$ cat src/inc/rbs_pkg.sv
package rbs_pkg;

    // register map, byte addresses on the apb side
    localparam int         APB_AW     = 8;
    localparam logic [7:0] OFF_CTRL   = 8'h00;
    localparam logic [7:0] OFF_STATUS = 8'h04;
    localparam logic [7:0] OFF_CAUSE  = 8'h08;

    // control register fields
    localparam int   CTRL_SWEN     = 0;
    localparam logic CTRL_SWEN_RST = 1'b0;

    // status register fields, all read only
    localparam int STB_READY  = 0;
    localparam int STB_BELOW  = 1;
    localparam int STB_CORE   = 2;
    localparam int STB_ACTIVE = 3;
    localparam int STB_WAKE   = 4;
    localparam int STB_PIN_EN = 5;

    // reset cause flags: low means that cause happened, stack flags are high
    localparam int         CAUSE_W   = 7;
    localparam int         C_POR     = 0;
    localparam int         C_BOR     = 1;
    localparam int         C_PIN     = 2;
    localparam int         C_WDT     = 3;
    localparam int         C_RI      = 4;
    localparam int         C_STKO    = 5;
    localparam int         C_STKU    = 6;
    localparam logic [6:0] CAUSE_RST = 7'h1f;

    // brown-out modes and power-up timer selection
    localparam logic [1:0] BM_OFF     = 2'h0;
    localparam logic [1:0] BM_SW      = 2'h1;
    localparam logic [1:0] BM_NOSLEEP = 2'h2;
    localparam logic [1:0] BM_ON      = 2'h3;
    localparam logic [1:0] POWERUP_DELAY_TIMER_OFF   = 2'h0;
    localparam logic [1:0] POWERUP_DELAY_TIMER_QTR   = 2'h2;

    // timing: 40 mhz system clock
    localparam int CLK_NS       = 25;
    localparam int POWERUP_DELAY_TIMER_MS      = 64;
    localparam int POWERUP_DELAY_TIMER_CYC     = POWERUP_DELAY_TIMER_MS * 1000000 / CLK_NS;
    localparam int BOR_DBNC_NS  = 1000;
    localparam int BOR_DBNC_CYC = (BOR_DBNC_NS + CLK_NS - 1) / CLK_NS;
    localparam int EXEC_DLY_CYC = 10;

    typedef enum logic [2:0] {
        ST_POR, ST_BWAIT, ST_POWERUP_DELAY_TIMER, ST_PIN, ST_DELAY, ST_RUN
    } rbs_state_e;

endpackage : rbs_pkg

$ cat src/design/rbs_filter.sv
// passes a high level only once it has stood longer than n cycles
module rbs_filter #(
    parameter int N = 40
) (
    input  wire logic clk,
    input  wire logic nrst,
    input  wire logic din,
    output logic      dout
);
    import rbs_pkg::*;

    localparam int CW = $clog2(N + 1);

    if (N < 1) begin : g_bad_n
        $error("rbs_filter: N must be at least one");
    end

    logic [CW-1:0] cnt;
    wire           full = (cnt == CW'(N));

    // any low sample restarts the interval, so glitches never pass
    always_ff @(posedge clk or negedge nrst) begin
        if (!nrst) begin
            cnt  <= '0;
            dout <= 1'b0;
        end else begin
            cnt  <= !din ? '0 : (full ? cnt : CW'(cnt + 1'b1));
            dout <= din && full;
        end
    end
endmodule : rbs_filter

$ cat src/design/rbs_timer.sv
// power-up delay counter, loaded by a start pulse, done at zero
module rbs_timer #(
    parameter int CYC = 2560000
) (
    input  wire logic       clk,
    input  wire logic       nrst,
    input  wire logic       start,
    input  wire logic [1:0] sel,
    output logic            done
);
    import rbs_pkg::*;

    localparam int TW = $clog2(CYC + 1);

    if (CYC < 16) begin : g_bad_cyc
        $error("rbs_timer: CYC must be at least sixteen");
    end

    // selection 00 gives no delay at all, the others scale the full time
    function automatic logic [TW-1:0] len(input logic [1:0] s);
        if (s == POWERUP_DELAY_TIMER_OFF) return '0;
        else if (s == BM_ON) return TW'(CYC);
        else if (s == POWERUP_DELAY_TIMER_QTR) return TW'(CYC / 4);
        else return TW'(CYC / 16);
    endfunction : len

    logic [TW-1:0] cnt;

    always_ff @(posedge clk or negedge nrst) begin
        if (!nrst) begin
            cnt <= '0;
        end else if (start) begin
            cnt <= len(sel);
        end else if (cnt != '0) begin
            cnt <= TW'(cnt - 1'b1);
        end
    end

    assign done = (cnt == '0);
endmodule : rbs_timer

$ cat src/design/rbs_sequencer.sv
// Function
// - Eight reset sources: power-on, brown-out, pin, watchdog, instruction, stack, programming.
// - Leaving programming mode acts exactly like a power-on reset, flags included.
// - Enabled power-up timer lengthens the hold after power-on or brown-out.
// - Core stays in reset while power-on detector reports supply too low.
// - Start-up release also waits on power-up timer, brown-out readiness in modes 11 and 10, held pin.
// - Reset holds while brown-out detector reports supply below selected threshold.
// - Brown-out below threshold past the debounce interval resets and clears its flag.
// - Mode 11: detector always on; start-up waits for ready and supply above threshold.
// - Mode 11: protection stays on in sleep, wake-up not delayed.
// - Mode 10: detector on while awake, hibernates in sleep without protection.
// - Mode 10: wake-up waits for ready flag and supply above threshold.
// - Mode 01: software enable bit selects active (1) or hibernate (0).
// - Mode 01: start-up waits neither on readiness nor on supply level.
// - Mode 01: protection starts once ready; ready status bit is readable.
// - Mode 01: sleep entry or exit leaves protection unchanged.
// - Mode 00: detection always off, software enable writes ignored.
// - Mode 11: ready flag is already set when the core starts executing.
// - Power-up delay applies only when the timer select field is not 00.
// - Pin reset enabled by low-voltage programming or its enable bit.
// - With pin reset enabled, a low pin holds the device in reset.
// - Power-up timer starts after power-on and brown-out release, up to 64 ms.
// - Execution begins ten oscillator cycles after pin release and timer expiry.
module rbs_sequencer #(
    parameter int POWERUP_DELAY_TIMER_CYCLES     = rbs_pkg::POWERUP_DELAY_TIMER_CYC,
    parameter int BOR_DBNC_CYCLES = rbs_pkg::BOR_DBNC_CYC
) (
    input  wire logic                        clk,
    input  wire logic                        nrst,
    // apb register port
    input  wire logic                        psel,
    input  wire logic                        penable,
    input  wire logic                        pwrite,
    input  wire logic [rbs_pkg::APB_AW-1:0]  paddr,
    input  wire logic [31:0]                 pwdata,
    output logic      [31:0]                 prdata,
    output logic                             pready,
    output logic                             pslverr,
    // analog monitors and pin, asynchronous
    input  wire logic                        por_low,
    input  wire logic                        bor_below,
    input  wire logic                        bor_ready,
    input  wire logic                        external_reset_pin_n,
    // core events, same clock
    input  wire logic                        prog_mode_exit,
    input  wire logic                        wdt_timeout,
    input  wire logic                        reset_instr,
    input  wire logic                        stack_overflow,
    input  wire logic                        stack_underflow,
    input  wire logic                        sleep_mode,
    // configuration fields
    input  wire logic [1:0]                  brownout_mode_select,
    input  wire logic [1:0]                  brownout_threshold_select,
    input  wire logic [1:0]                  powerup_timer_select,
    input  wire logic                        external_reset_pin_enable,
    input  wire logic                        low_voltage_program_enable,
    // to core and analog
    output logic                             core_reset,
    output logic                             brownout_active,
    output logic                             brownout_hibernate,
    output logic      [1:0]                  brownout_threshold_voltage,
    output logic                             brownout_ready_flag,
    output logic                             wake_hold
);
    import rbs_pkg::*;

    localparam int DW = $clog2(EXEC_DLY_CYC + 1);

    if (POWERUP_DELAY_TIMER_CYCLES < 16 || BOR_DBNC_CYCLES < 1) begin : g_bad_param
        $error("rbs_sequencer: timing parameters out of range");
    end

    ////////////////////////////////////////////////////////////////////////////
    // input synchronisers

    logic [3:0] sync_a;
    logic [3:0] sync_b;
    wire  [3:0] raw_in = {por_low, bor_below, bor_ready, ~external_reset_pin_n};

    // analog levels and the pin are asynchronous to clk
    always_ff @(posedge clk or negedge nrst) begin
        if (!nrst) begin
            sync_a <= '0;
            sync_b <= '0;
        end else begin
            sync_a <= raw_in;
            sync_b <= sync_a;
        end
    end

    wire por_s     = sync_b[3];
    wire below_s   = sync_b[2];
    wire rdy_s     = sync_b[1];
    wire pin_low_s = sync_b[0];

    ////////////////////////////////////////////////////////////////////////////
    // brown-out mode decode

    logic sw_en;
    logic below_f;

    wire m_off     = (brownout_mode_select == BM_OFF);
    wire m_sw      = (brownout_mode_select == BM_SW);
    wire m_nosleep = (brownout_mode_select == BM_NOSLEEP);
    wire m_on      = (brownout_mode_select == BM_ON);

    // detector state per mode; mode 01 ignores sleep entirely
    wire det_on = m_on
                | (m_nosleep && !sleep_mode)
                | (m_sw && sw_en);
    wire det_hib = (m_nosleep && sleep_mode) | (m_sw && !sw_en);

    // the filter sees the raw comparator so its interval is not gated
    rbs_filter #(
        .N    (BOR_DBNC_CYCLES)
    ) u_filt (
        .clk  (clk),
        .nrst (nrst),
        .din  (below_s),
        .dout (below_f)
    );

    // protection only once the detector is ready and switched on
    wire bor_evt = det_on && rdy_s && below_f;

    ////////////////////////////////////////////////////////////////////////////
    // reset sources

    wire por_hold = por_s || prog_mode_exit;
    wire pin_en   = low_voltage_program_enable || external_reset_pin_enable;
    wire pin_hold = pin_en && pin_low_s;
    wire warm_evt = wdt_timeout || reset_instr
                 || stack_overflow || stack_underflow;

    // modes 11 and 10 hold start-up for ready and supply above threshold
    wire start_wait = m_on || m_nosleep;
    wire bwait_ok   = !start_wait || (rdy_s && !below_s);

    ////////////////////////////////////////////////////////////////////////////
    // start-up sequence

    rbs_state_e st;
    rbs_state_e next_st;
    logic [DW-1:0] dly_cnt;
    logic tmr_done;

    wire dly_last  = (dly_cnt == DW'(EXEC_DLY_CYC - 1));
    wire tmr_start = (next_st == ST_POWERUP_DELAY_TIMER) && (st != ST_POWERUP_DELAY_TIMER);

    // cold resets pre-empt everything; the order is the sequence itself
    always_comb begin
        next_st = st;
        if (por_hold) begin
            next_st = ST_POR;
        end else if (bor_evt) begin
            next_st = ST_BWAIT;
        end else begin
            case (st)
                ST_POR: next_st = ST_BWAIT;
                ST_BWAIT: if (bwait_ok) next_st = ST_POWERUP_DELAY_TIMER;
                ST_POWERUP_DELAY_TIMER: if (tmr_done) next_st = ST_PIN;
                ST_PIN: if (!pin_hold) next_st = ST_DELAY;
                ST_DELAY: begin
                    if (pin_hold || warm_evt) next_st = ST_PIN;
                    else if (dly_last) next_st = ST_RUN;
                end
                ST_RUN: if (pin_hold || warm_evt) next_st = ST_PIN;
                default: next_st = ST_POR;
            endcase
        end
    end

    // the timer counts only after the cold reset releases
    rbs_timer #(
        .CYC   (POWERUP_DELAY_TIMER_CYCLES)
    ) u_tmr (
        .clk   (clk),
        .nrst  (nrst),
        .start (tmr_start),
        .sel   (powerup_timer_select),
        .done  (tmr_done)
    );

    always_ff @(posedge clk or negedge nrst) begin
        if (!nrst) begin
            st <= ST_POR;
        end else begin
            st <= next_st;
        end
    end

    // ten cycle gap before the core may fetch
    always_ff @(posedge clk or negedge nrst) begin
        if (!nrst) begin
            dly_cnt <= '0;
        end else if (st != ST_DELAY || next_st != ST_DELAY) begin
            dly_cnt <= '0;
        end else begin
            dly_cnt <= DW'(dly_cnt + 1'b1);
        end
    end

    ////////////////////////////////////////////////////////////////////////////
    // wake-up hold in mode 10

    logic wake_pend;
    wire  wake_ok   = !sleep_mode && rdy_s && !below_s;
    // set wins: sleep in mode 10 keeps the hold armed
    wire  next_wake = (m_nosleep && sleep_mode)
                   || (wake_pend && m_nosleep && !wake_ok);

    always_ff @(posedge clk or negedge nrst) begin
        if (!nrst) begin
            wake_pend <= 1'b0;
        end else begin
            wake_pend <= next_wake;
        end
    end

    ////////////////////////////////////////////////////////////////////////////
    // outputs, all registered

    always_ff @(posedge clk or negedge nrst) begin
        if (!nrst) begin
            core_reset                 <= 1'b1;
            brownout_active            <= 1'b0;
            brownout_hibernate         <= 1'b0;
            brownout_threshold_voltage <= '0;
            brownout_ready_flag        <= 1'b0;
            wake_hold                  <= 1'b0;
        end else begin
            core_reset                 <= (next_st != ST_RUN);
            brownout_active            <= det_on;
            brownout_hibernate         <= det_hib;
            brownout_threshold_voltage <= brownout_threshold_select;
            brownout_ready_flag        <= det_on && rdy_s;
            wake_hold                  <= next_wake;
        end
    end

    ////////////////////////////////////////////////////////////////////////////
    // apb slave, one wait state

    logic [CAUSE_W-1:0] cause;
    logic [CAUSE_W-1:0] next_cause;
    logic [31:0]        status_v;

    wire acc      = psel && penable;
    wire acc_done = acc && pready;
    wire hit_ctrl = (paddr == OFF_CTRL);
    wire hit_stat = (paddr == OFF_STATUS);
    wire hit_caus = (paddr == OFF_CAUSE);
    wire mapped   = hit_ctrl || hit_stat || hit_caus;
    wire wr_ctrl  = acc_done && pwrite && hit_ctrl;
    wire wr_caus  = acc_done && pwrite && hit_caus;

    wire [31:0] rdata = hit_ctrl ? 32'(sw_en) << CTRL_SWEN
                      : hit_stat ? status_v
                      : hit_caus ? 32'(cause)
                      : '0;

    always_comb begin
        status_v             = '0;
        status_v[STB_READY]  = brownout_ready_flag;
        status_v[STB_BELOW]  = below_f;
        status_v[STB_CORE]   = core_reset;
        status_v[STB_ACTIVE] = brownout_active;
        status_v[STB_WAKE]   = wake_hold;
        status_v[STB_PIN_EN] = pin_en;
    end

    // mode 00 locks the enable so a stale write cannot arm the detector
    always_ff @(posedge clk or negedge nrst) begin
        if (!nrst) begin
            sw_en <= CTRL_SWEN_RST;
        end else if (wr_ctrl && !m_off) begin
            sw_en <= pwdata[CTRL_SWEN];
        end
    end

    // software may rewrite flags, but a cause in the same cycle wins
    always_comb begin
        next_cause = wr_caus ? pwdata[CAUSE_W-1:0] : cause;
        if (por_hold || bor_evt) begin
            next_cause[C_STKO] = 1'b0;
            next_cause[C_STKU] = 1'b0;
            next_cause[C_PIN]  = 1'b1;
            next_cause[C_RI]   = 1'b1;
        end
        if (por_hold) begin
            next_cause[C_POR] = 1'b0;
            next_cause[C_WDT] = 1'b1;
        end
        if (bor_evt) next_cause[C_BOR] = 1'b0;
        if (pin_hold && st == ST_RUN) next_cause[C_PIN] = 1'b0;
        if (wdt_timeout) next_cause[C_WDT] = 1'b0;
        if (reset_instr) next_cause[C_RI] = 1'b0;
        if (stack_overflow) next_cause[C_STKO] = 1'b1;
        if (stack_underflow) next_cause[C_STKU] = 1'b1;
    end

    always_ff @(posedge clk or negedge nrst) begin
        if (!nrst) begin
            cause <= CAUSE_RST;
        end else begin
            cause <= next_cause;
        end
    end

    // answers in the second access cycle; unmapped reads zero with error
    always_ff @(posedge clk or negedge nrst) begin
        if (!nrst) begin
            pready  <= 1'b0;
            prdata  <= '0;
            pslverr <= 1'b0;
        end else begin
            pready  <= acc && !pready;
            prdata  <= (acc && !pready && !pwrite) ? rdata : '0;
            pslverr <= acc && !pready && !mapped;
        end
    end
endmodule : rbs_sequencer

$ cat config.mk
export PLATFORM = sky130hd
export DESIGN_NAME = rbs_sequencer
export DESIGN_NICKNAME = d
export VERILOG_FILES = /design/src/inc/rbs_pkg.sv /design/src/design/rbs_filter.sv /design/src/design/rbs_timer.sv /design/src/design/rbs_sequencer.sv
export SDC_FILE = /design/constraint.sdc
export NUM_CORES = 1
export LEC_CHECK = 0
export BUFFER_PORTS_ARGS = -buffer_cell sky130_fd_sc_hd__buf_2
export CORE_ASPECT_RATIO = 0.9
export CORE_MARGIN = 2
export CORE_UTILIZATION = 52
export DETAILED_ROUTE_END_ITERATION = 10
export GPL_ROUTABILITY_DRIVEN = 0
export GPL_TIMING_DRIVEN = 0
export PLACE_DENSITY = 0.8
export SLEW_MARGIN = 10
export SYNTH_ARGS = -nofsm -noshare
export SYNTH_HDL_FRONTEND = slang
export SYNTH_SLANG_ARGS = --single-unit
$ cat constraint.sdc
create_clock -name clk -period 2.8 [get_ports clk]
set_input_delay 0.84 -clock clk [delete_from_list [all_inputs] [get_ports clk]]
set_output_delay 0.84 -clock clk [all_outputs]
set_load 0.03 [all_outputs]
* After elaboration in Yosys (flattened, before gate mapping)
Index checks and enable logic that the tools add are counted.
** Storage, ports and cells
- Bits in registers :: 68
- Word-level logic and storage cells :: 143
- Output and inout bits :: 41
- Bits of input ports :: 63
** Cells by class
- Equal/unequal tests :: 20
- Add/sub/neg operators :: 3
- Mux-type cells :: 32
- Reductions and logical operators :: 60
- Bitwise operators :: 4
** Operator list (count)
- $mux 22 :: 4
- $mux 7 :: 5
- $mux 3 :: 9
- $logic_and 1x1->1 :: 24
- $logic_not 22->1 :: 1
- $reduce_bool 22->1 :: 1
- $sub 22x1->22 const B :: 1
- $mux 20 :: 1
- $pmux 3 s6 :: 1
- $reduce_bool 3->1 :: 5
- $logic_or 1x1->1 :: 13
- $mux 6 :: 2
- $eq 3x2->1 const B :: 3
- $logic_not 1->1 :: 9
- $mux 1 :: 9
- $ne 3x3->1 const B :: 3
- $eq 2x2->1 const B :: 4
- $eq 8x3->1 const B :: 1
- $eq 8x4->1 const B :: 1
- $logic_not 8->1 :: 1
- $add 6x1->6 const B :: 1
- $eq 3x3->1 const B :: 2
- $eq 6x6->1 const B :: 1
- $reduce_bool 2->1 :: 3
- other kinds (11) :: 14

* Logic depth before layout (Yosys ltp)
- Word-level depth :: 11
- Gate-level depth with buffers :: 9
- Depth with buffers taken out :: 8

* Modules after synthesis
From an unflattened synthesis, not the netlist that was laid out.
** Unflattened totals
- Cells, all modules :: 342
- Area total of the unflattened synthesis :: 3562.2 µm²
** By module, submodules not included
- rbs_sequencer :: instances 1, cells each 169, area each 1916.8 µm², sequential area each 983.4 µm²
- rbs_timer :: instances 1, cells each 138, area each 1288.7 µm², sequential area each 550.5 µm²
- rbs_filter :: instances 1, cells each 35, area each 356.6 µm², sequential area each 175.2 µm²

* Worst setup path after synthesis
OpenSTA, ideal clock, no wires.
- Path type :: input -> register
- Start :: in reset_instr
- End :: reg u_tmr.cnt[14]
- Stages on the path :: 6
- Data required time :: 2.675 ns
- Arrival :: 2.418 ns
- Setup slack :: 0.257 ns
- Library setup time :: 0.125 ns
- Cell sequence :: nor4_2 -> a311oi_1 -> a211oi_2 -> o311ai_4 -> nor3_2 -> mux2_4
** Between the ends
- Longest elaborated chain between the ends :: 11
- Elaborated cells on any way between the ends :: 13
** RTL lines
- from (decl) :: RTL line rbs_sequencer.sv:47 : input wire logic reset_instr,
- $logic_or 1x1->1 (*) :: RTL line rbs_sequencer.sv:132 : wire warm_evt = wdt_timeout || reset_instr
- $logic_or 1x1->1 (*) (2 in a row) :: RTL line rbs_sequencer.sv:133 : || stack_overflow || stack_underflow;
- $logic_or 1x1->1 (*) :: RTL line rbs_sequencer.sv:164, rbs_sequencer.sv:167
- $mux 3, on equally long branches :: RTL line rbs_sequencer.sv:167, rbs_sequencer.sv:164
- $pmux 3 s6 (*) :: RTL line rbs_sequencer.sv:158 : case (st)
- $mux 3 (*) :: RTL line rbs_sequencer.sv:155 : end else if (bor_evt) begin
- $mux 3 (*) :: RTL line rbs_sequencer.sv:153 : if (por_hold) begin
- $eq 3x2->1 (*) :: RTL line rbs_sequencer.sv:148 : wire tmr_start = (next_st == ST_POWERUP_DELAY_TIMER) && (st != ST_POWERUP_DELAY_TIMER);
- $logic_and 1x1->1 (*) :: RTL line rbs_sequencer.sv:148
- $mux 22 / $reduce_bool 2->1 (equally long branches)
- to (signal assigned) :: RTL line rbs_timer.sv:33 : cnt <= len(sel);
- to (signal assigned) :: RTL line rbs_timer.sv:35 : cnt <= TW'(cnt - 1'b1);
- to (decl) :: RTL line rbs_timer.sv:27 : logic [TW-1:0] cnt;
Mark *: on every way between the ends. The rest lies on a longest branch, timed or not.
A chain may end at the register's enable or synchronous reset.

* Final worst setup path
Same ends and word-level chain as after synthesis.

==> impl_metrics.env <==
export IMPL_status="finished clean"
export IMPL_ys_ff_latch=68
export IMPL_start_kind="primary input"
export IMPL_crit_path_end_kind="flop"
export IMPL_coreArea_sq_um=6550
export IMPL_drt_first_pass_iters=4
export IMPL_slew_violations=0
export IMPL_grt_ovfl_total=0
export IMPL_p_int_uw=1890
export IMPL_layout_commonest_cell="dfrtp_1"
export IMPL_area_delta_synth_final_pct=20.1
export IMPL_postCtsSetupBuffers=0
export IMPL_grt_usage_pct=19.1
export IMPL_cts_made_buffers=9
export IMPL_mostFrequentLayoutCells="dfrtp_1, buf_2, nor2_1"
export IMPL_synth_cells=337
export IMPL_placed_cell_area_sq_um=3980
export IMPL_port_buffer_count=53
export IMPL_antenna_found_initial=0
export IMPL_rsz0062_at_grt="false"
export IMPL_critPathTopFamily="simple AND/OR/NAND/NOR gates"
export IMPL_fillers=532
export IMPL_p_leak_uw=0.00195
export IMPL_worst_slack_ps=155
export IMPL_hold_slack_ps=357
export IMPL_clockRootBuffer="clkbuf_8"
export IMPL_synth_avg_cell_area_sq_um=10.4
export IMPL_maxSlewHeadroom_pct=44.7
export IMPL_fin_area_sq_um=4220
export IMPL_skew_ps=9.38
export IMPL_hold_path_class="flop to flop"
export IMPL_finalCritPeriodShare_pct=94.5
export IMPL_ant_nets=0
export IMPL_synth_edf_count=0
export IMPL_layout_drive_gt1_share_pct=28.1
export IMPL_yosysTopAreaCell="dfrtp_1"
export IMPL_nets=499
export IMPL_grt_pass1_vias=2379
export IMPL_final_util_pct=64.4
export IMPL_finalWirelength_um=6770
export IMPL_die_area_sq_um=7430
export IMPL_seq_power_share_pct=46.5
export IMPL_yosysWarnings=0
export IMPL_crit_type="primary input to flop"
export IMPL_cts_buffer_depth=2
export IMPL_dp_hpwl_um=4920
export IMPL_multi_input_area_sq_um=1630
export IMPL_drc_errors=0
export IMPL_wl_per_cell_um=13.0
export IMPL_synth_seq_area_share_pct=48.7
export IMPL_die_h_um=82.0
export IMPL_io_pins=104
export IMPL_crit_path_max_fanout=4
export IMPL_critical_path_required_ps=3030
export IMPL_clk_pin_slew_ps=70
export IMPL_fmax_mhz=378
export IMPL_ys_flop_type="dfrtp_1"
export IMPL_setup_viol=0
export IMPL_syn_area_sq_um=3510
export IMPL_drtIter0Drc=129
export IMPL_cp_slowest_stage_delay_ps=490
export IMPL_max_vdd_ir_drop_mv=0.368
export IMPL_cap_violations=0
export IMPL_grt_pass1_wl_um=11000
export IMPL_combPwrFrac_pct=20.5
export IMPL_post_synth_num_cell_types=51
export IMPL_postSynth_asyncResetShare_pct=100
export IMPL_netlist_top_cells_area="dfrtp_1, nor2_1, buf_4"
export IMPL_cp_arrival_ps=2880
export IMPL_via_count=2552
export IMPL_worstMarginPinSlew_ps=830
export IMPL_tritoncts="built"
export IMPL_pre_cts_ws_ps=-190
export IMPL_switching_share_pct=31.0
export IMPL_clkLatencyLatePin_ps=350
export IMPL_report_final_hold_viol_count=0
export IMPL_clockPowerShare_pct=32.9
export IMPL_rows=28
export IMPL_grt_max_degree=69
export IMPL_diodes=0
export IMPL_netSwitchingPower_uw=848
export IMPL_crit_chain="buf_2 > nor4_2 > a311oi_1 > a211oi_2 > o311ai_4 > nor3_2 > mux2_4"
export IMPL_cp_slowest_cell="nor3_2"
export IMPL_crit_buf_inv=1
export IMPL_final_seq_area_sq_um=1710
export IMPL_powerDensity_nw_per_um2=649
export IMPL_vias_per_cell=4.91
export IMPL_die_w_um=90.6
export IMPL_period_minus_slack_ps=2650
export IMPL_initial_utilization_pct=53.6
export IMPL_synth_top_cell_area_share_pct=44.2
export IMPL_power_total_uw=2740
export IMPL_cts_sink_count=68
export IMPL_h_tree_depth=3
## synthesized netlist by cell type, types with 5 or more instances
cell type,number
nor3_1,9
o2bb2ai_1,9
dfrtp_1,62
or3_1,5
and2_1,5
nand2b_1,5
xnor2_1,13
a21oi_1,10
inv_1,11
nor2_1,51
nand2_1,22
buf_4,25
o21ai_0,5
dfstp_2,6
xor2_1,13
nand3_1,8
nor2b_1,5
mux2i_1,7
ha_1,11
## sequential cells by signal (all words and copies together) (netlist names)
register	count
st	3
u_filt.cnt	6
u_tmr.cnt	22
sw_en	1
wake_hold	1
dly_cnt	4
prdata	7
pslverr	1
cause	7
brownout_ready_flag	1
sync_b	4
sync_a	4
u_filt.dout	1
brownout_threshold_voltage	2
brownout_hibernate	1
brownout_active	1
pready	1
core_reset	1
## what timing repair did
| action | CTS | global route |
|---|---|---|
| endpoints found under the setup margin | 0 | 1 |
| hold buffers | 0 | 0 |
| gates resized for setup | 0 | 1 |
## layout make-up
type                            count  area share (%)
Buffer                             31            5.37
Clock inverter                      6            2.08
Multi-Input combinational cell    251            38.8
Clock buffer                       10            3.26
Timing Repair Buffer               53            6.35
Inverter                           11           0.979
Tap cell                           90            2.67
Sequential cell                    68            40.5
## cell families (layout without fill, tap and decap cells)
kind of cell	count (synthesis)	count (layout)	share of synthesized area [%]
flops	68	68	48.7
mux	11	11	3.38
buf+inv	42	111	7.62
simple gates	137	137	20.7
xor+xnor	26	26	6.48
compound gates	41	41	9.16
fa+ha+maj	11	11	3.92
other cells	1	25	0.107
## metrics by stage
stage	instances	setup TNS, ps
2_1_floorplan	361	0
3_5_place_dp	504	-2740
6_report	520	0
5_1_grt	520	0
3_3_place_gp	504	-2560
4_1_cts	520	0
## layer usage
layer	GRT usage, %	up-vias	share of wire [%]
met1	23.9	1199	45
met2	31.8	70	48
met4	7.08	0	1.4
li1	-	1275	-
met5	0	-	0
met3	5.69	8	5.5
## power by group through the flow
stage,clock (uW),combinational [uW],sequential [uW]
after floorplan,0,430,1260
after CTS,921,567,1270
after detailed placement,0,558,1280
after global placement,0,539,1280
after global routing,958,632,1290
final,901,562,1270
## path summary, 6_finish.rpt
| check | from | end | slack, ps | depth (start not counted) |
|---|---|---|---|---|
| setup / recovery | reset_instr | u_tmr.cnt[14] | 150 | 7 |
| hold / removal | sync_a[1] | sync_b[1] | 360 | 0 |
| setup reg to reg | u_tmr.cnt[13] | u_tmr.cnt[19] | 360 | 7 |
| hold reg to reg | sync_a[1] | sync_b[1] | 360 | 0 |
| max in group asynchronous | nrst | wake_hold | 1670 | 1 |
| min in group asynchronous | nrst | u_tmr.cnt[20] | 580 | 1 |
Power figures use the tool's default switching activity.
